===== config.mk =====
export PLATFORM = sky130hd
export DESIGN_NAME = passive_parallel_config_load
export DESIGN_NICKNAME = d
export VERILOG_FILES = /design/src/hdl/passive_parallel_config_load.v
export VERILOG_INCLUDE_DIRS = /design/src /design/src/hdl
export SDC_FILE = /design/constraint.sdc
export NUM_CORES = 1
export LEC_CHECK = 0
export BUFFER_PORTS_ARGS = -buffer_cell sky130_fd_sc_hd__buf_2
export CORE_UTILIZATION = 45
export CTS_CLUSTER_SIZE = 16
export DETAILED_ROUTE_END_ITERATION = 7
export PLACE_DENSITY_LB_ADDON = 0.08
export SLEW_MARGIN = 5
export SYNTH_ARGS = -nofsm -noshare
export SYNTH_HDL_FRONTEND = slang
export SYNTH_SLANG_ARGS = --single-unit

===== constraint.sdc =====
create_clock -name core_clk -period 2.6 [get_ports core_clk]
set_input_delay 0.39 -clock core_clk [delete_from_list [all_inputs] [get_ports core_clk]]
set_output_delay 0.39 -clock core_clk [all_outputs]
set_load 0.1 [all_outputs]

===== src/hdl/passive_parallel_consts.vh =====
`ifndef PASSIVE_PARALLEL_CONSTS_VH
`define PASSIVE_PARALLEL_CONSTS_VH

// register byte offsets
`define REG_CTRL 5'h00
`define REG_LEN 5'h04
`define REG_STATE 5'h08
`define REG_WORDS 5'h0c
`define REG_DATA 5'h10
`define REG_IRQ 5'h14
`define REG_MASK 5'h18

// control fields
`define CTRL_WIDTH_LO 0
`define CTRL_WIDTH_HI 1
`define CTRL_DECOMP 2
`define CTRL_SECURE 3
`define CTRL_USERCLK 4
`define CTRL_RESET 5'h00

// bus width codes
`define WIDTH_X8 2'h0
`define WIDTH_X16 2'h1
`define WIDTH_X32 2'h2

// interrupt bits
`define IRQ_START 0
`define IRQ_LOADED 1
`define IRQ_USER 2
`define IRQ_W 3

// timing
`define CLK_PERIOD_NS 8
`define REQ_TO_LOW_MAX_NS 600
`define STATUS_LOW_MIN_US 268
`define STATUS_LOW_MAX_US 1506
`define INIT_MIN_US 175
`define INIT_MAX_US 437
`define USER_INIT_EDGES 8576
// least times round up, longest times round down
`define REQ_TO_LOW_MAX_CYC (`REQ_TO_LOW_MAX_NS / `CLK_PERIOD_NS)
`define STATUS_LOW_MIN_CYC ((`STATUS_LOW_MIN_US * 1000 + `CLK_PERIOD_NS - 1) / `CLK_PERIOD_NS)
`define INIT_MIN_CYC ((`INIT_MIN_US * 1000 + `CLK_PERIOD_NS - 1) / `CLK_PERIOD_NS)

`endif


===== src/hdl/passive_parallel_config_load.v =====
//
// Behaviour
// RQ1: x8 ratio one, two with decompression
// RQ2: x16 ratio one, two secure, four decompressed
// RQ3: done low within 600 ns of request fall
// RQ4: status low within 600 ns of request fall
// RQ5: host holds request low at least 2 us
// RQ6: status low between 268 and 1506 us
// RQ7: status released within 1506 us after request rise
// RQ8: host waits 2 us after status rise
// RQ9: blind host waits 1506 us after request rise
// RQ10: internal oscillator init lasts 175 to 437 us
// RQ11: user init clock starts four clocks after done
// RQ12: user clock init waits 8576 clock edges
// RQ13: request fall in user mode restarts configuration
// RQ14: done low from power-up through configuration
// RQ15: host holds data N-1 clocks after edge
// RQ16: capture word on edge, next after ratio edges
`timescale 1ns/100ps
`include "passive_parallel_consts.vh"

module passive_parallel_config_load #(
  parameter DATA_W = 32,
  parameter CNT_W = 20,
  parameter STATUS_LOW_MIN_CYC = `STATUS_LOW_MIN_CYC,
  parameter INIT_MIN_CYC = `INIT_MIN_CYC,
  parameter USER_INIT_EDGES = `USER_INIT_EDGES
) (
  input wire core_clk,
  input wire arst_n,
  input wire psel,
  input wire penable,
  input wire pwrite,
  input wire [4:0] paddr,
  input wire [31:0] pwdata,
  output reg [31:0] prdata,
  output reg pready,
  output reg pslverr,
  input wire cfgRequest_n,
  input wire statusIn_n,
  output reg statusOut_n,
  output reg statusOe,
  output reg confDone,
  input wire config_clock,
  input wire user_init_clock,
  input wire [DATA_W-1:0] cfgData,
  output reg userMode,
  output reg irq
);

  localparam NPIN = DATA_W + 4;
  localparam ST_LOW = 2'h0;
  localparam ST_LOAD = 2'h1;
  localparam ST_INIT = 2'h2;
  localparam ST_USER = 2'h3;

  // three-stage synchronisers; a level is taken once stages two and three agree
  wire [NPIN-1:0] pinRaw;
  reg [NPIN-1:0] s1_q;
  reg [NPIN-1:0] s2_q;
  reg [NPIN-1:0] s3_q;
  reg [NPIN-1:0] pin_q;
  assign pinRaw = {cfgData, user_init_clock, config_clock, statusIn_n, cfgRequest_n};

  genvar g;
  generate
    for (g = 0; g < NPIN; g = g + 1) begin : gSync
      always @(posedge core_clk or negedge arst_n) begin
        if (!arst_n) begin
          s1_q[g] <= 1'b0;
          s2_q[g] <= 1'b0;
          s3_q[g] <= 1'b0;
          pin_q[g] <= 1'b0;
        end else begin
          s1_q[g] <= pinRaw[g];
          s2_q[g] <= s1_q[g];
          s3_q[g] <= s2_q[g];
          if (s2_q[g] == s3_q[g]) begin
            pin_q[g] <= s3_q[g];
          end
        end
      end
    end
  endgenerate

  reg reqPrev_q;
  reg cclkPrev_q;
  reg uclkPrev_q;
  wire reqLevel = pin_q[0];
  wire extStatus = pin_q[1];
  wire cclkRise = pin_q[2] & ~cclkPrev_q;
  wire uclkRise = pin_q[3] & ~uclkPrev_q;
  wire reqFall = ~reqLevel & reqPrev_q;
  wire [DATA_W-1:0] dataLevel = pin_q[NPIN-1:4];

  // registers
  reg [4:0] ctrl_q;
  reg [31:0] len_q;
  reg [31:0] words_q;
  reg [DATA_W-1:0] lastWord_q;
  reg [`IRQ_W-1:0] irqStat_q;
  reg [`IRQ_W-1:0] irqMask_q;
  reg [1:0] state_q;
  reg [CNT_W-1:0] timer_q;
  reg [2:0] phase_q;
  reg [2:0] ratioM1;

  wire [1:0] widthSel = ctrl_q[`CTRL_WIDTH_HI:`CTRL_WIDTH_LO];
  wire decompOn = ctrl_q[`CTRL_DECOMP];
  wire secureOn = ctrl_q[`CTRL_SECURE];
  wire userClkOn = ctrl_q[`CTRL_USERCLK];

  // edges per word, minus one
  always @* begin
    if (widthSel == `WIDTH_X8) begin
      ratioM1 = decompOn ? 3'h1 : 3'h0; // [RQ1]
    end else begin
      // wider buses follow the x16 ratios
      if (decompOn) begin
        ratioM1 = 3'h3; // [RQ2]
      end else begin
        ratioM1 = secureOn ? 3'h1 : 3'h0; // [RQ2]
      end
    end
  end

  // apb: one wait state, so pready comes from a flip-flop
  wire access = psel & penable;
  wire done = access & pready;
  wire wrDone = done & pwrite;
  wire rdIrqDone = done & ~pwrite & (paddr == `REG_IRQ);
  reg [31:0] rdMux;
  reg rdErr;

  always @* begin
    rdMux = 32'h0000_0000;
    rdErr = 1'b0;
    case (paddr)
      `REG_CTRL: rdMux = {27'h0000000, ctrl_q};
      `REG_LEN: rdMux = len_q;
      `REG_STATE: rdMux = {27'h0000000, userMode, confDone, statusOe, state_q};
      `REG_WORDS: rdMux = words_q;
      `REG_DATA: rdMux[DATA_W-1:0] = lastWord_q;
      `REG_IRQ: rdMux = {29'h00000000, irqStat_q};
      `REG_MASK: rdMux = {29'h00000000, irqMask_q};
      default: rdErr = 1'b1;
    endcase
  end

  always @(posedge core_clk or negedge arst_n) begin
    if (!arst_n) begin
      pready <= 1'b0;
      prdata <= 32'h0000_0000;
      pslverr <= 1'b0;
      ctrl_q <= `CTRL_RESET;
      len_q <= 32'h0000_0000;
      irqMask_q <= 3'h0;
    end else begin
      pready <= access & ~pready;
      if (access & ~pready) begin
        prdata <= pwrite ? 32'h0000_0000 : rdMux;
        pslverr <= rdErr;
      end else if (done) begin
        prdata <= 32'h0000_0000;
        pslverr <= 1'b0;
      end
      if (wrDone) begin
        case (paddr)
          `REG_CTRL: ctrl_q <= pwdata[4:0];
          `REG_LEN: len_q <= pwdata;
          `REG_MASK: irqMask_q <= pwdata[`IRQ_W-1:0];
          default: ;
        endcase
      end
    end
  end

  // configuration sequencer
  reg [`IRQ_W-1:0] evt;
  always @(posedge core_clk or negedge arst_n) begin
    if (!arst_n) begin
      reqPrev_q <= 1'b0;
      cclkPrev_q <= 1'b0;
      uclkPrev_q <= 1'b0;
      state_q <= ST_LOW;
      timer_q <= {CNT_W{1'b0}};
      phase_q <= 3'h0;
      words_q <= 32'h0000_0000;
      lastWord_q <= {DATA_W{1'b0}};
      statusOut_n <= 1'b0;
      statusOe <= 1'b1;
      confDone <= 1'b0; // [RQ14]
      userMode <= 1'b0;
      evt <= 3'h0;
    end else begin
      reqPrev_q <= reqLevel;
      cclkPrev_q <= pin_q[2];
      uclkPrev_q <= pin_q[3];
      statusOut_n <= 1'b0;
      evt <= 3'h0;
      if (reqFall) begin
        // sync plus one cycle stays far below the 600 ns bound
        state_q <= ST_LOW; // [RQ13]
        statusOe <= 1'b1; // [RQ4]
        confDone <= 1'b0; // [RQ3]
        userMode <= 1'b0;
        timer_q <= {CNT_W{1'b0}};
        evt[`IRQ_START] <= 1'b1;
      end else begin
        case (state_q)
          ST_LOW: begin
            if (timer_q < STATUS_LOW_MIN_CYC[CNT_W-1:0]) begin
              timer_q <= timer_q + 1'b1;
            end else if (reqLevel) begin
              // released as soon as both the least time and a high request are seen
              statusOe <= 1'b0; // [RQ6] [RQ7]
              state_q <= ST_LOAD;
              phase_q <= 3'h0;
              words_q <= 32'h0000_0000;
            end
          end
          ST_LOAD: begin
            // an external low on status stalls loading; the host is expected to wait
            if (cclkRise & extStatus) begin // [RQ8] [RQ9]
              if (phase_q == 3'h0) begin
                lastWord_q <= dataLevel; // [RQ16] [RQ15]
                words_q <= words_q + 32'h0000_0001;
              end
              phase_q <= (phase_q == ratioM1) ? 3'h0 : phase_q + 3'h1; // [RQ16]
            end
            if (len_q != 32'h0000_0000 && words_q == len_q && phase_q == 3'h0) begin
              confDone <= 1'b1;
              state_q <= ST_INIT;
              timer_q <= {CNT_W{1'b0}};
              evt[`IRQ_LOADED] <= 1'b1;
            end
          end
          ST_INIT: begin
            if (userClkOn) begin
              // host starts the init clock late enough; only its rising edges count
              if (uclkRise) begin // [RQ11]
                timer_q <= timer_q + 1'b1;
              end
              if (timer_q >= USER_INIT_EDGES[CNT_W-1:0]) begin // [RQ12]
                state_q <= ST_USER;
                userMode <= 1'b1;
                evt[`IRQ_USER] <= 1'b1;
              end
            end else begin
              timer_q <= timer_q + 1'b1;
              if (timer_q >= INIT_MIN_CYC[CNT_W-1:0]) begin // [RQ10]
                state_q <= ST_USER;
                userMode <= 1'b1;
                evt[`IRQ_USER] <= 1'b1;
              end
            end
          end
          default: ;
        endcase
      end
    end
  end

  // sticky status, cleared by reading it; a new event wins over the clear
  always @(posedge core_clk or negedge arst_n) begin
    if (!arst_n) begin
      irqStat_q <= 3'h0;
      irq <= 1'b0;
    end else begin
      irqStat_q <= (irqStat_q & ~(rdIrqDone ? prdata[`IRQ_W-1:0] : 3'h0)) | evt;
      irq <= |(irqStat_q & irqMask_q);
    end
  end

endmodule // passive_parallel_config_load


**Word level (Yosys, flattened, before mapping)**

Cells that the tools add are included.

- Add/subtract/negate cells: 3
- Magnitude comparators: 3
- Equal/unequal tests: 59
- Multiplexer cells: 56
- Bitwise gates (word level): 20
- Reduce and logical (&&, ||, !) cells: 29

Operator list:

| operator | number |
|---|---|
| $mux W32 | 7 |
| $pmux W32 S7 | 1 |
| $mux W20 | 5 |
| $pmux W32 S2 | 1 |
| $pmux W20 S3 | 1 |
| $eq A1 B1 Y1 | 36 |
| $add A32 B1 Y32 const B | 1 |
| $eq A32 B32 Y1 | 1 |
| $reduce_bool A32 Y1 | 1 |
| $mux W1 | 24 |
| $add A20 B1 Y20 const B | 1 |
| $ge A20 B14 Y1 const B | 1 |
| $ge A20 B15 Y1 const B | 1 |
| $lt A20 B16 Y1 const B | 1 |
| $mux W2 | 9 |
| $mux W3 | 6 |
| $eq A5 B5 Y1 const B | 3 |
| $reduce_bool A2 Y1 | 7 |
| $ne A3 B3 Y1 const B | 4 |
| $ne A4 B4 Y1 const B | 3 |
| $reduce_and A6 Y1 | 2 |
| $and A1 B1 Y1 | 10 |
| $eq A5 B4 Y1 const B | 2 |
| $ne A2 B2 Y1 const B | 5 |
| other kinds (24) | 37 |

- Register bits after elaboration: 320
- Bits of input ports: 78
- Output and inout port bits: 39
- Word-level logic and storage cells: 334

**Depth between registers and ports, before layout**

Gate-level depths: netlist of the first run.

- Depth in word-level cells: 8
- Mapped depth: 10
- Depth with buffers taken out: 8

**Worst setup path after synthesis of the first run**

Ideal clock, no wire load.

- Kind: reg-to-reg
- Start: register timer_q[17]
- End: register timer_q[17]
- Library setup time: 0.124 ns
- Data arrival time: 2.158 ns
- Required time: 2.476 ns
- Setup slack: 0.318 ns
- Stages on the path, launching flop included: 9
- Path buffers: 1
- Period minus slack after synthesis: 2.282 ns
- Cells stage by stage: dfrtp_1 nor4_2 nand4_1 o21a_1 a211o_1 nand2b_4 and2_1 buf_6 a211o_1

- Word-level cells in the longest chain between the ends: 5
- Elaborated cells between the ends (all ways): 9
- Classes of those cells: 1 x add/sub; 1 x order compare; 1 x eq/ne; 5 x mux; 1 x reduce/logical

Ends and longest elaborated chain:

| what | RTL line | text |
|---|---|---|
| from (decl) | passive_parallel_config_load.v:104 | `reg [CNT_W-1:0] timer_q;` |
| from (signal assigned) | passive_parallel_config_load.v:186 | `timer_q <= {CNT_W{1'b0}};` |
| from (signal assigned) | passive_parallel_config_load.v:207 | `timer_q <= {CNT_W{1'b0}};` |
| from (signal assigned) | passive_parallel_config_load.v:213 | `timer_q <= timer_q + 1'b1;` |
| $add A20 B1 Y20 | passive_parallel_config_load.v:213, passive_parallel_config_load.v:242, passive_parallel_config_load.v:250 |  |
| $mux W20 | passive_parallel_config_load.v:241 | `if (uclkRise) begin` |
| $mux W20 | passive_parallel_config_load.v:239 | `if (userClkOn) begin` |
| $pmux W20 S3 | passive_parallel_config_load.v:210 | `case (state_q)` |
| $mux W20 | passive_parallel_config_load.v:201 | `if (reqFall) begin` |

Parallel ways exist; a longest one is shown, timed or not. The select of a mux whose other input is x is not followed.
A chain may end at the register's enable or synchronous reset.

**Worst setup path in the final report of the first run**

- Start: register words_q[24]
- End: register timer_q[18]

- Word-level cells in the longest chain between the ends: 5

Ends and longest elaborated chain:

| what | RTL line | text |
|---|---|---|
| from (decl) | passive_parallel_config_load.v:99 | `reg [31:0] words_q;` |
| from (signal assigned) | passive_parallel_config_load.v:227 | `words_q <= words_q + 32'h0000_0001;` |
| $eq A32 B32 Y1 | passive_parallel_config_load.v:231 | `if (len_q != 32'h0000_0000 && words_q == len_q && phase_q == 3'h0) begin` |
| $logic_and A1 B1 Y1 (2 in series) | passive_parallel_config_load.v:231 |  |
| $ne A3 B3 Y1 (no line) | n/a |  |
| $reduce_and A4 Y1 (no line) | n/a |  |
| to (signal assigned) | passive_parallel_config_load.v:234 | `timer_q <= {CNT_W{1'b0}};` |
| to (signal assigned) | passive_parallel_config_load.v:242 | `timer_q <= timer_q + 1'b1;` |
| to (signal assigned) | passive_parallel_config_load.v:250 | `timer_q <= timer_q + 1'b1;` |

Every way passes these cells.

==> impl_metrics.prom, run 1 <==
# TYPE chip_impl_metric gauge
chip_impl_metric{name="holdWs",unit="ns"} 0.0991
chip_impl_metric{name="setup-tns-final",unit="ns"} 0
chip_impl_metric{name="layout.core_utilization",unit="%"} 56.5
chip_impl_metric{name="synth-edff-count",unit=""} 0
chip_impl_info{name="predominant_post_synthesis_flop_cell",value="sky130_fd_sc_hd__dfrtp_1"} 1
chip_impl_metric{name="vias_post_dr",unit=""} 8831
chip_impl_metric{name="antenna_found_initial",unit=""} 0
chip_impl_metric{name="tightest_slew",unit="ns"} 0.515
chip_impl_metric{name="postRouteAntennaNets",unit=""} 0
chip_impl_info{name="outcome",value="finished clean"} 1
chip_impl_metric{name="buffer_ports.inserted",unit=""} 115
chip_impl_metric{name="worst-endpoint-arrival",unit="ns"} 2.82
chip_impl_info{name="endpoint_kind",value="register"} 1
chip_impl_info{name="worstHoldPathType",value="input pin to register"} 1
chip_impl_metric{name="post-dp-hpwl",unit="um"} 20800
chip_impl_info{name="grt_setup_unrepaired",value="false"} 1
chip_impl_metric{name="max-vdd-ir-drop",unit="mV"} 0.561
chip_impl_metric{name="ios",unit=""} 117
chip_impl_metric{name="fraction_of_the_mapped_netlist_area_in_compound_gates",unit="%"} 8.94
chip_impl_info{name="dominant_combinational_cell_family_by_area_after_synthesis",value="simple AND/OR/NAND/NOR gates"} 1
chip_impl_metric{name="global_route.usage.total",unit="%"} 21.4
chip_impl_info{name="worst_setup_path_startpoint",value="words_q[24]"} 1
chip_impl_metric{name="postSynthNetCount",unit=""} 1163
chip_impl_metric{name="cp_data_required_time",unit="ns"} 3.00
chip_impl_metric{name="slew_viol_final",unit=""} 0
chip_impl_metric{name="synthAdderAreaFrac",unit="%"} 3.64
chip_impl_metric{name="synthSimpleGateAreaFrac",unit="%"} 10.8
chip_impl_info{name="final_cell_mix",value="sky130_fd_sc_hd__dfrtp_1, sky130_fd_sc_hd__buf_2, sky130_fd_sc_hd__nand2_1"} 1
chip_impl_metric{name="r2r_cells",unit=""} 9
chip_impl_info{name="worstSetupEndpoint",value="timer_q[18]"} 1
chip_impl_metric{name="row_count",unit=""} 61
chip_impl_metric{name="fin_nets",unit=""} 1351
chip_impl_metric{name="pin_count_of_the_biggest_net_entering_global_routing",unit=""} 83
chip_impl_metric{name="worst-path-max-fanout",unit=""} 7
chip_impl_metric{name="synth_seq_cells",unit=""} 320
chip_impl_metric{name="final-instance-count-excl-fill",unit=""} 1668
chip_impl_metric{name="syn2layout_area_growth",unit="%"} 22.2
chip_impl_metric{name="grt_pass1_vias",unit=""} 8769
chip_impl_metric{name="mappedNetlistArea",unit="um^2"} 13000
chip_impl_metric{name="wirelength",unit="um"} 29900
chip_impl_metric{name="post_cts_buffers",unit=""} 0
chip_impl_metric{name="maxSlewHeadroom",unit="%"} 65.4
chip_impl_info{name="clk_tree_root_cell",value="sky130_fd_sc_hd__clkbuf_16"} 1
chip_impl_metric{name="detail_route.wl_per_cell",unit="um"} 17.9
chip_impl_metric{name="grt_first_pass_wirelength",unit="um"} 48800
chip_impl_info{name="timing_worst_setup_path_type",value="register to register"} 1
chip_impl_metric{name="finalSetupViolCount",unit=""} 0
chip_impl_metric{name="die_area",unit="um^2"} 29600
chip_impl_metric{name="ys_types",unit=""} 56
chip_impl_metric{name="clkTransAtPathRegs",unit="ns"} 0.06
chip_impl_metric{name="period_share",unit="%"} 93.0
chip_impl_metric{name="post-route-min-period",unit="ns"} 2.42
chip_impl_metric{name="synthMuxAreaShare",unit="%"} 9.49
chip_impl_metric{name="syn_inst",unit=""} 1076
chip_impl_metric{name="highest_clock_rate",unit="MHz"} 414
chip_impl_metric{name="max_cap_viol_count",unit=""} 0
chip_impl_metric{name="grt_remaining_overflow",unit=""} 0
chip_impl_metric{name="power.static_leakage",unit="uW"} 0.00749
chip_impl_metric{name="max-clock-path-buffers",unit=""} 3
chip_impl_metric{name="synth_async_sr_flop_share",unit="%"} 100
chip_impl_metric{name="synth-seq-area-share",unit="%"} 61.6
chip_impl_info{name="cts_tree",value="yes"} 1
chip_impl_metric{name="place.gp.congestion",unit=""} 0.886
chip_impl_metric{name="drive_gt1_share",unit="%"} 24.7
chip_impl_info{name="crit-reg2reg-capture",value="timer_q[18]"} 1
chip_impl_metric{name="floorplan.initialDensity",unit="%"} 46.3
chip_impl_metric{name="clock_latency",unit="ns"} 0.52
chip_impl_metric{name="power_density",unit="nW/um^2"} 684
chip_impl_metric{name="hold_violations",unit=""} 0
chip_impl_metric{name="tritoncts_buffer_count",unit=""} 36
chip_impl_info{name="r2r_startpoint",value="words_q[24]"} 1
chip_impl_metric{name="die_width",unit="um"} 172
chip_impl_metric{name="ys_warn_count",unit=""} 0
chip_impl_metric{name="placeableCoreArea",unit="um^2"} 28100
chip_impl_metric{name="dr.first_iter.drc_count",unit=""} 623
chip_impl_metric{name="clock-sinks",unit=""} 320
chip_impl_metric{name="post_drt_via_cell_ratio",unit=""} 5.29
chip_impl_metric{name="h-tree-depth",unit=""} 2
chip_impl_metric{name="timing.reg2reg.setup_slack",unit="ns"} 0.18
chip_impl_info{name="timing.critical_path.from_type",value="register"} 1
chip_impl_info{name="mostFrequentLayoutCell",value="sky130_fd_sc_hd__dfrtp_1"} 1
chip_impl_metric{name="die_y",unit="um"} 172
chip_impl_metric{name="placed_instance_count",unit=""} 1567
chip_impl_metric{name="antenna-diode-count",unit=""} 0
chip_impl_metric{name="synth.avg_cell_area",unit="um^2"} 12.1
chip_impl_metric{name="route.detailed.drc",unit=""} 0
chip_impl_metric{name="fin_skew",unit="ns"} 0.0190
chip_impl_metric{name="post_synth_xor_area_fraction",unit="%"} 3.30
chip_impl_metric{name="detailedRoute.firstPassIterationCount",unit=""} 6
## final cells by class
type	count	area (um^2)
Fill cell	2404	12200
Sequential cell	320	8010
Multi-Input combinational cell	686	4740
Timing Repair Buffer	202	1420
Clock buffer	46	978
Tap cell	378	473
Clock inverter	18	190
Inverter	18	67.6
## worst min-delay path by stage
stage / cells after the start / slack (ns) / from / to
finish: 2 / 0.1 / pwdata[16] / len_q[16]
global route: 2 / 0.09 / pwdata[31] / len_q[31]
CTS: 2 / 0.08 / pwdata[16] / len_q[16]
detailed placement: 1 / 0.31 / arst_n / dataLevel[25]
global placement: 1 / 0.31 / arst_n / dataLevel[22]
floorplan: 0 / 0.09 / arst_n / cclkPrev_q
## kinds of logic (layout without fill, tap and decap cells)
| logic type | after synthesis | in the layout |
|---|---|---|
| compound gates | 191 | 191 |
| mux | 114 | 114 |
| flops | 320 | 320 |
| fa+ha+maj | 45 | 45 |
| other cells | 1 | 1 |
| buf+inv | 70 | 284 |
| xor+xnor | 49 | 49 |
| simple gates | 286 | 286 |
## flip-flops by register name, indices dropped and copies added, names as in the netlist, 2 cells and up
signal      count
s1_q           36
irqStat_q       3
ctrl_q          5
prdata         32
state_q         2
lastWord_q     32
pin_q           2
phase_q         3
len_q          32
evt             3
words_q        32
s3_q           36
timer_q        20
s2_q           36
dataLevel      32
irqMask_q       3
## layer usage
metal	vias up	track usage (%)	part of all wire, %
met5	-	0	0
met4	0	5.66	1.7
met3	43	3.41	4.5
met2	200	31.9	45
met1	4402	32.4	49
li1	4186	-	-
## report_power, final
part | total, uW | internal (uW) | switching (uW) | leakage, uW
sequential | 5300 | 5170 | 128 | 0.00411
clock | 4970 | 2900 | 2060 | 0.000561
combinational | 593 | 243 | 350 | 0.00282
## stage by stage
step	area (um^2)	total power (uW)	setup slack (ns)
2_1_floorplan	13000	5640	0.318
3_3_place_gp	14300	5940	0.0900
3_5_place_dp	14300	5950	0.0955
4_1_cts	15800	11000	0.0743
5_1_grt	15900	11300	0.0116
6_report	15900	10900	0.182
## synthesized netlist by cell type, drive strengths merged (2+ instances only)
master     n  area share [%]
a2111oi    2            0.19
a211o      2            0.13
a211oi    16            0.92
a21o      12            0.69
a21oi     57             2.2
a31oi     10            0.48
and2       7            0.34
and3       7            0.34
and4       4            0.27
buf       14            0.56
clkbuf    38             1.1
dfrtp    319              61
ha         9            0.87
inv       18            0.52
maj3      36             2.8
mux2      73             6.3
mux2i     41             3.2
nand2     84             2.4
nand2b    10            0.54
nand3     30             1.2
nand3b     4            0.23
nand4     11            0.58
nor2      75             2.2
nor2b      3            0.14
nor3      13            0.54
nor4      22             1.2
o211ai     3            0.17
o21ai     57             2.2
o22ai      6            0.29
o31ai     16            0.92
o41ai      4            0.33
or2        6            0.29
or3        8            0.39
xnor2     18             1.2
xor2      31             2.1
## worst max-delay path: stages (launching register included)
cell and delay [ns]:
sky130_fd_sc_hd__dfrtp_1 0.49, sky130_fd_sc_hd__xor2_1 0.20, sky130_fd_sc_hd__nor4_2 0.37, sky130_fd_sc_hd__nand2_1 0.15, sky130_fd_sc_hd__o41ai_2 0.33, sky130_fd_sc_hd__buf_4 0.19, sky130_fd_sc_hd__nand2b_4 0.06, sky130_fd_sc_hd__and2_1 0.19
sky130_fd_sc_hd__buf_4 0.16, sky130_fd_sc_hd__a21o_1 0.16
## what timing repair did
| item | CTS | global route |
|---|---|---|
| gates resized for setup | 0 | 5 |
| hold buffers | 37 | 0 |
| hold endpoints to repair | 73 | 0 |
| endpoints found under the setup margin | 0 | 9 |
Power figures use the tool's default switching activity.
==> run 2, diff against run 1 <==
--- a/config.mk
+++ b/config.mk
@@ -8,6 +8,7 @@
 export LEC_CHECK = 0
 export BUFFER_PORTS_ARGS = -buffer_cell sky130_fd_sc_hd__buf_2
 export CORE_UTILIZATION = 45
+export CTS_BUF_LIST = sky130_fd_sc_hd__clkbuf_4 sky130_fd_sc_hd__clkbuf_8 sky130_fd_sc_hd__clkbuf_16
 export CTS_CLUSTER_SIZE = 16
 export DETAILED_ROUTE_END_ITERATION = 7
 export PLACE_DENSITY_LB_ADDON = 0.08
==> constraint.sdc (replaced) <==
create_clock -name core_clk -period 2.4 [get_ports core_clk]
set_input_delay 0.36 -clock core_clk [delete_from_list [all_inputs] [get_ports core_clk]]
set_output_delay 0.36 -clock core_clk [all_outputs]
set_load 0.1 [all_outputs]
==> impl_metrics.prom, run 2 (synthesis results as in run 1) <==
# TYPE chip_impl_metric gauge
chip_impl_metric{name="fin_skew",unit="ns"} 0.0125
chip_impl_metric{name="clock_latency",unit="ns"} 0.52
chip_impl_metric{name="grt_remaining_overflow",unit=""} 0
chip_impl_metric{name="detailedRoute.firstPassIterationCount",unit=""} 5
chip_impl_info{name="mostFrequentLayoutCell",value="sky130_fd_sc_hd__dfrtp_1"} 1
chip_impl_metric{name="wl_met3",unit="um"} 1170
chip_impl_info{name="final_cell_mix",value="sky130_fd_sc_hd__dfrtp_1, sky130_fd_sc_hd__buf_2, sky130_fd_sc_hd__nand2_1"} 1
chip_impl_metric{name="slew_viol_final",unit=""} 0
chip_impl_info{name="grt_setup_unrepaired",value="true"} 1
chip_impl_metric{name="antenna-diode-count",unit=""} 0
chip_impl_metric{name="antenna_found_initial",unit=""} 0
chip_impl_metric{name="tightest_slew",unit="ns"} 0.526
chip_impl_metric{name="detail_route.wl_per_cell",unit="um"} 17.9
chip_impl_metric{name="fin_ws",unit="ns"} 0.0504
chip_impl_info{name="outcome",value="finished clean"} 1
chip_impl_metric{name="floorplan.initialDensity",unit="%"} 46.3
chip_impl_metric{name="highest_clock_rate",unit="MHz"} 426
chip_impl_metric{name="post-dp-hpwl",unit="um"} 20900
chip_impl_metric{name="die_area",unit="um^2"} 29600
chip_impl_info{name="timing_worst_setup_path_type",value="register to register"} 1
chip_impl_metric{name="max_cap_viol_count",unit=""} 0
chip_impl_metric{name="placeableCoreArea",unit="um^2"} 28100
chip_impl_info{name="timing.critical_path.from_type",value="register"} 1
chip_impl_metric{name="max-clock-path-buffers",unit=""} 3
chip_impl_info{name="endpoint_kind",value="register"} 1
chip_impl_metric{name="placed_instance_count",unit=""} 1599
chip_impl_metric{name="grt_pass1_vias",unit=""} 8756
chip_impl_metric{name="wirelength",unit="um"} 30500
chip_impl_metric{name="maxSlewHeadroom",unit="%"} 64.7
chip_impl_metric{name="final-instance-count-excl-fill",unit=""} 1706
chip_impl_metric{name="dr.first_iter.drc_count",unit=""} 573
chip_impl_info{name="worstHoldPathType",value="input pin to register"} 1
chip_impl_metric{name="route.met2.wl",unit="um"} 13800
chip_impl_info{name="timing.critical_path.cells",value="nor4_4, nand4_1, o21a_1, a211o_1, nand2b_4, and2_4, buf_12, a21o_1"} 1
chip_impl_metric{name="cp_data_required_time",unit="ns"} 2.80
chip_impl_metric{name="place.gp.congestion",unit=""} 0.897
chip_impl_metric{name="worst-path-max-fanout",unit=""} 6
chip_impl_metric{name="clock-sinks",unit=""} 320
chip_impl_info{name="topRoutingLayerUsed",value="met4"} 1
chip_impl_metric{name="power.static_leakage",unit="uW"} 0.00779
chip_impl_metric{name="critical_path.max_stage_delay",unit="ns"} 0.44
chip_impl_metric{name="row_count",unit=""} 61
chip_impl_metric{name="ios",unit=""} 117
chip_impl_metric{name="clkTransAtPathRegs",unit="ns"} 0.06
chip_impl_metric{name="max-vdd-ir-drop",unit="mV"} 0.572
chip_impl_metric{name="drive_gt1_share",unit="%"} 28.5
chip_impl_metric{name="tritoncts_buffer_count",unit=""} 37
chip_impl_metric{name="layout.core_utilization",unit="%"} 58.4
chip_impl_info{name="reg.largest.list",value="s1_q (36), s2_q (36), s3_q (36)"} 1
chip_impl_metric{name="syn2layout_area_growth",unit="%"} 26.3
chip_impl_metric{name="global_route.usage.total",unit="%"} 21.4
chip_impl_metric{name="post-route-min-period",unit="ns"} 2.35
chip_impl_metric{name="die_y",unit="um"} 172
chip_impl_metric{name="die_width",unit="um"} 172
chip_impl_info{name="cts_tree",value="yes"} 1
chip_impl_metric{name="route.detailed.drc",unit=""} 0
chip_impl_metric{name="dp_worst_setup_slack",unit="ns"} -0.0663
chip_impl_metric{name="power_density",unit="nW/um^2"} 759
chip_impl_metric{name="h-tree-depth",unit=""} 2
chip_impl_metric{name="finalSetupViolCount",unit=""} 0
chip_impl_metric{name="grt_first_pass_wirelength",unit="um"} 48600
chip_impl_metric{name="postRouteAntennaNets",unit=""} 0
chip_impl_info{name="cpMaxStageDelayCell",value="sky130_fd_sc_hd__dfrtp_1"} 1
chip_impl_metric{name="post_drt_via_cell_ratio",unit=""} 5.22
chip_impl_metric{name="buffer_ports.inserted",unit=""} 115
chip_impl_metric{name="worst-endpoint-arrival",unit="ns"} 2.75
chip_impl_metric{name="met1_length",unit="um"} 14800
chip_impl_metric{name="fin_nets",unit=""} 1387
chip_impl_metric{name="period_share",unit="%"} 97.9
chip_impl_metric{name="hold_violations",unit=""} 0
chip_impl_metric{name="vias_post_dr",unit=""} 8906
chip_impl_info{name="clk_tree_root_cell",value="sky130_fd_sc_hd__clkbuf_16"} 1
chip_impl_metric{name="pin_count_of_the_biggest_net_entering_global_routing",unit=""} 87
==> run 2: changes by cell type in the layout (fill, tap and decap cells not counted), moves of 3 or more <==
cell / before / now
sky130_fd_sc_hd__clkinvlp_4: 5 / 2
sky130_fd_sc_hd__clkbuf_1: 6 / 0
sky130_fd_sc_hd__dfrtp_2: 0 / 5
sky130_fd_sc_hd__dfrtp_1: 319 / 314
sky130_fd_sc_hd__buf_4: 43 / 75
sky130_fd_sc_hd__buf_12: 7 / 10
sky130_fd_sc_hd__bufinv_16: 2 / 6
sky130_fd_sc_hd__clkbuf_4: 0 / 6
==> run 2: timing repair <==
item | in CTS | in global routing
endpoints found under the setup margin | 18 | 32
hold buffers | 37 | 0
setup buffers | 0 | 3
hold endpoints to repair | 72 | 0
gates resized for setup | 3 | 18
pin swaps | 0 | 15
==> run 2: layout make-up <==
cell class                      instances  area (um^2)
Clock buffer                           50         1080
Clock inverter                         17          270
Fill cell                            2424        11700
Inverter                               18         67.6
Multi-Input combinational cell        686         4780
Sequential cell                       320         8020
Tap cell                              378          473
Timing Repair Buffer                  237         1720
==> run 2: stage by stage <==
step	hold slack [ns]	area (um^2)	power (uW)	setup TNS [ns]
3_3_place_gp	0.283	14600	6450	-2.45
2_1_floorplan	0.0644	13000	6110	0
3_5_place_dp	0.286	14600	6460	-0.590
5_1_grt	0.0617	16400	12900	-0.119
6_report	0.0797	16400	12500	0
4_1_cts	0.0565	16300	12600	0
==> run 2: power breakdown <==
part | internal, uW | total (uW) | switching, uW
Sequential | 5610 | 5740 | 134
Clock | 3830 | 6050 | 2220
Combinational | 277 | 672 | 395
==> run 2: metal layers <==
| layer | up-vias | GRT usage (%) |
|---|---|---|
| met3 | 55 | 3.23 |
| li1 | 4241 | - |
| met5 | - | 0 |
| met1 | 4409 | 32.4 |
| met4 | 0 | 4.92 |
| met2 | 201 | 32.4 |
==> run 2: final timing paths <==
path                        startpoint            end  slack [ns]  cells after the start
max in group asynchronous       arst_n        s1_q[5]        1.27                      3
setup reg to reg           timer_q[17]    timer_q[13]        0.05                      8
hold / removal              pwdata[21]      len_q[21]        0.08                      2
min in group asynchronous       arst_n  dataLevel[24]        0.34                      2
setup / recovery           timer_q[17]    timer_q[13]        0.05                      8
hold reg to reg               s1_q[10]       s2_q[10]        0.34                      0
==> run 2: worst max-delay path: cells and delay by family (launching register included) <==
| family | cells | cell delay [ns] |
|---|---|---|
| buffers and inverters | 1 | 0.13 |
| flip-flops | 1 | 0.44 |
| AND/OR/NAND/NOR | 4 | 0.88 |
| AO/OA/AOI/OAI | 3 | 0.80 |
==> run 3, diff against run 2 <==
--- a/config.mk
+++ b/config.mk
@@ -7,7 +7,7 @@
 export NUM_CORES = 1
 export LEC_CHECK = 0
 export BUFFER_PORTS_ARGS = -buffer_cell sky130_fd_sc_hd__buf_2
-export CORE_UTILIZATION = 45
+export CORE_UTILIZATION = 50
 export CTS_BUF_LIST = sky130_fd_sc_hd__clkbuf_4 sky130_fd_sc_hd__clkbuf_8 sky130_fd_sc_hd__clkbuf_16
 export CTS_CLUSTER_SIZE = 16
 export DETAILED_ROUTE_END_ITERATION = 7
==> impl_metrics.prom, run 3 (synthesis results as in run 1) <==
# TYPE chip_impl_metric gauge
chip_impl_metric{name="fin_nets",unit=""} 1394
chip_impl_metric{name="critical_path.max_stage_delay",unit="ns"} 0.45
chip_impl_info{name="timing.critical_path.from_type",value="register"} 1
chip_impl_info{name="endpoint_kind",value="register"} 1
chip_impl_metric{name="fin_skew",unit="ns"} 0.0156
chip_impl_metric{name="drive_gt1_share",unit="%"} 28.3
chip_impl_metric{name="max-vdd-ir-drop",unit="mV"} 0.718
chip_impl_metric{name="antenna-diode-count",unit=""} 0
chip_impl_metric{name="setup-tns-final",unit="ns"} 0
chip_impl_metric{name="grt_first_pass_wirelength",unit="um"} 48900
chip_impl_info{name="reg.largest.list",value="s1_q (36), s2_q (36), s3_q (36)"} 1
chip_impl_metric{name="clkTransAtPathRegs",unit="ns"} 0.06
chip_impl_info{name="clk_tree_root_cell",value="sky130_fd_sc_hd__clkbuf_16"} 1
chip_impl_metric{name="clock-sinks",unit=""} 320
chip_impl_metric{name="layout.core_utilization",unit="%"} 64.2
chip_impl_metric{name="detail_route.wl_per_cell",unit="um"} 18.1
chip_impl_metric{name="global_route.usage.total",unit="%"} 23.7
chip_impl_metric{name="syn2layout_area_growth",unit="%"} 25.1
chip_impl_metric{name="row_count",unit=""} 58
chip_impl_metric{name="max_cap_viol_count",unit=""} 0
chip_impl_metric{name="buffer_ports.inserted",unit=""} 115
chip_impl_metric{name="post-dp-hpwl",unit="um"} 21000
chip_impl_metric{name="die_area",unit="um^2"} 26600
chip_impl_metric{name="antenna_found_initial",unit=""} 0
chip_impl_info{name="cts_tree",value="yes"} 1
chip_impl_metric{name="place.gp.congestion",unit=""} 0.895
chip_impl_metric{name="maxSlewHeadroom",unit="%"} 63.3
chip_impl_metric{name="hold_violations",unit=""} 0
chip_impl_metric{name="tightest_slew",unit="ns"} 0.550
chip_impl_metric{name="power.share.clock",unit="%"} 46.0
chip_impl_metric{name="postRouteAntennaNets",unit=""} 0
chip_impl_metric{name="clock_latency",unit="ns"} 0.52
chip_impl_metric{name="floorplan.initialDensity",unit="%"} 51.3
chip_impl_info{name="r2r_startpoint",value="len_q[25]"} 1
chip_impl_info{name="worst_setup_path_startpoint",value="len_q[25]"} 1
chip_impl_metric{name="h-tree-depth",unit=""} 2
chip_impl_metric{name="wirelength",unit="um"} 30100
chip_impl_metric{name="post-route-min-period",unit="ns"} 2.34
chip_impl_metric{name="grt_remaining_overflow",unit=""} 0
chip_impl_metric{name="intPower",unit="uW"} 9250
chip_impl_metric{name="tritoncts_buffer_count",unit=""} 35
chip_impl_metric{name="period_share",unit="%"} 97.5
chip_impl_metric{name="ios",unit=""} 117
chip_impl_metric{name="detailedRoute.firstPassIterationCount",unit=""} 6
chip_impl_info{name="worstHoldPathType",value="input pin to register"} 1
chip_impl_metric{name="dpl-instance-area",unit="um^2"} 14600
chip_impl_info{name="outcome",value="finished clean"} 1
chip_impl_metric{name="die_y",unit="um"} 163
chip_impl_metric{name="placeableCoreArea",unit="um^2"} 25300
chip_impl_info{name="cpMaxStageDelayCell",value="sky130_fd_sc_hd__dfrtp_2"} 1
chip_impl_metric{name="timing.reg2reg.setup_slack",unit="ns"} 0.06
chip_impl_metric{name="route.detailed.drc",unit=""} 0
chip_impl_metric{name="fraction_of_power_spent_switching_nets",unit="%"} 22.2
chip_impl_info{name="mostFrequentLayoutCell",value="sky130_fd_sc_hd__dfrtp_1"} 1
chip_impl_metric{name="die_width",unit="um"} 163
chip_impl_metric{name="power.sequential.fraction",unit="%"} 48.3
chip_impl_metric{name="pin_count_of_the_biggest_net_entering_global_routing",unit=""} 68
chip_impl_metric{name="post_drt_via_cell_ratio",unit=""} 5.38
chip_impl_info{name="timing.critical_path.cells",value="xor2_1, nor4_2, nand3_1, o41ai_2, buf_4, nand2b_4, and2_4, buf_12, a21o_1"} 1
chip_impl_metric{name="vias_post_dr",unit=""} 8922
chip_impl_metric{name="combPwrFrac",unit="%"} 5.7
chip_impl_metric{name="worst-path-max-fanout",unit=""} 6
chip_impl_info{name="worst_hold_startpoint",value="pwdata[10]"} 1
chip_impl_metric{name="finalSetupViolCount",unit=""} 0
chip_impl_metric{name="power.static_leakage",unit="uW"} 0.00777
chip_impl_info{name="timing_worst_setup_path_type",value="register to register"} 1
chip_impl_metric{name="power_density",unit="nW/um^2"} 732
chip_impl_info{name="grt_setup_unrepaired",value="true"} 1
chip_impl_info{name="final_cell_mix",value="sky130_fd_sc_hd__dfrtp_1, sky130_fd_sc_hd__buf_2, sky130_fd_sc_hd__nand2_1, sky130_fd_sc_hd__buf_4"} 1
chip_impl_metric{name="worst-endpoint-arrival",unit="ns"} 2.74
chip_impl_metric{name="slew_viol_final",unit=""} 0
chip_impl_metric{name="highest_clock_rate",unit="MHz"} 427
chip_impl_metric{name="total_non_filler_cell_area_in_the_finished_layout",unit="um^2"} 16300
chip_impl_metric{name="netSwitchingPower",unit="uW"} 2640
chip_impl_metric{name="cp_data_required_time",unit="ns"} 2.80
chip_impl_metric{name="max-clock-path-buffers",unit=""} 3
chip_impl_metric{name="grt_pass1_vias",unit=""} 9059
chip_impl_metric{name="dr.first_iter.drc_count",unit=""} 695
## run 3: area by class of cell
type | instances | area [um^2]
clock buffers | 46 | 996
clock inverters | 12 | 183
fillers | 1990 | 9070
inverters | 18 | 67.6
multi-input cells | 686 | 4780
flip-flops and latches | 320 | 8020
well taps | 330 | 413
repair buffers | 246 | 1800
## run 3: repair_timing
action | CTS | global route
hold buffers | 37 | 0
endpoints found under the hold margin | 89 | 0
setup endpoints to repair | 0 | 22
resized for setup | 0 | 18
buffers inserted | 0 | 5
## run 3: worst max-delay path: cells and delay by family, from the launching register on
| kind | cells | cell delay (ns) |
|---|---|---|
| buf+inv | 2 | 0.32 |
| simple gates | 4 | 0.72 |
| flops | 1 | 0.45 |
| compound gates | 2 | 0.55 |
| xor+xnor | 1 | 0.19 |
## run 3: through the flow
stage | total power, uW | setup WS, ns | hold WS [ns] | instances
floorplan | 6110 | 0.118 | 0.0644 | 1076
detailed placement | 6470 | 0.0175 | 0.335 | 1558
CTS | 12000 | 0.00312 | 0.0628 | 1653
finish | 11900 | 0.0606 | 0.0786 | 1658
global route | 12300 | -0.0122 | 0.0754 | 1658
global placement | 6450 | 0.0577 | 0.331 | 1558
## run 3: power groups by stage
stage	Combinational (uW)	Sequential [uW]	Clock [uW]
2_1_floorplan	278	5830	0
3_3_place_gp	617	5830	0
3_5_place_dp	627	5840	0
4_1_cts	676	5750	5600
5_1_grt	751	5770	5810
6_report	677	5750	5470
## run 3: metal layers
layer | share of wire, % | up-vias | global-route usage, %
met2 | 46 | 198 | 37.0
li1 | - | 4255 | -
met4 | 1.7 | 0 | 6.29
met3 | 4.3 | 39 | 3.89
met1 | 48 | 4430 | 34.4
met5 | 0 | - | 0
## run 3: final timing paths
kind,cells past startpoint,endpoint
max,9,timer_q[14]
min,2,len_q[10]
max reg2reg,9,timer_q[14]
min reg2reg,0,s2_q[34]
max in group asynchronous,4,s2_q[25]
min in group asynchronous,2,s3_q[29]
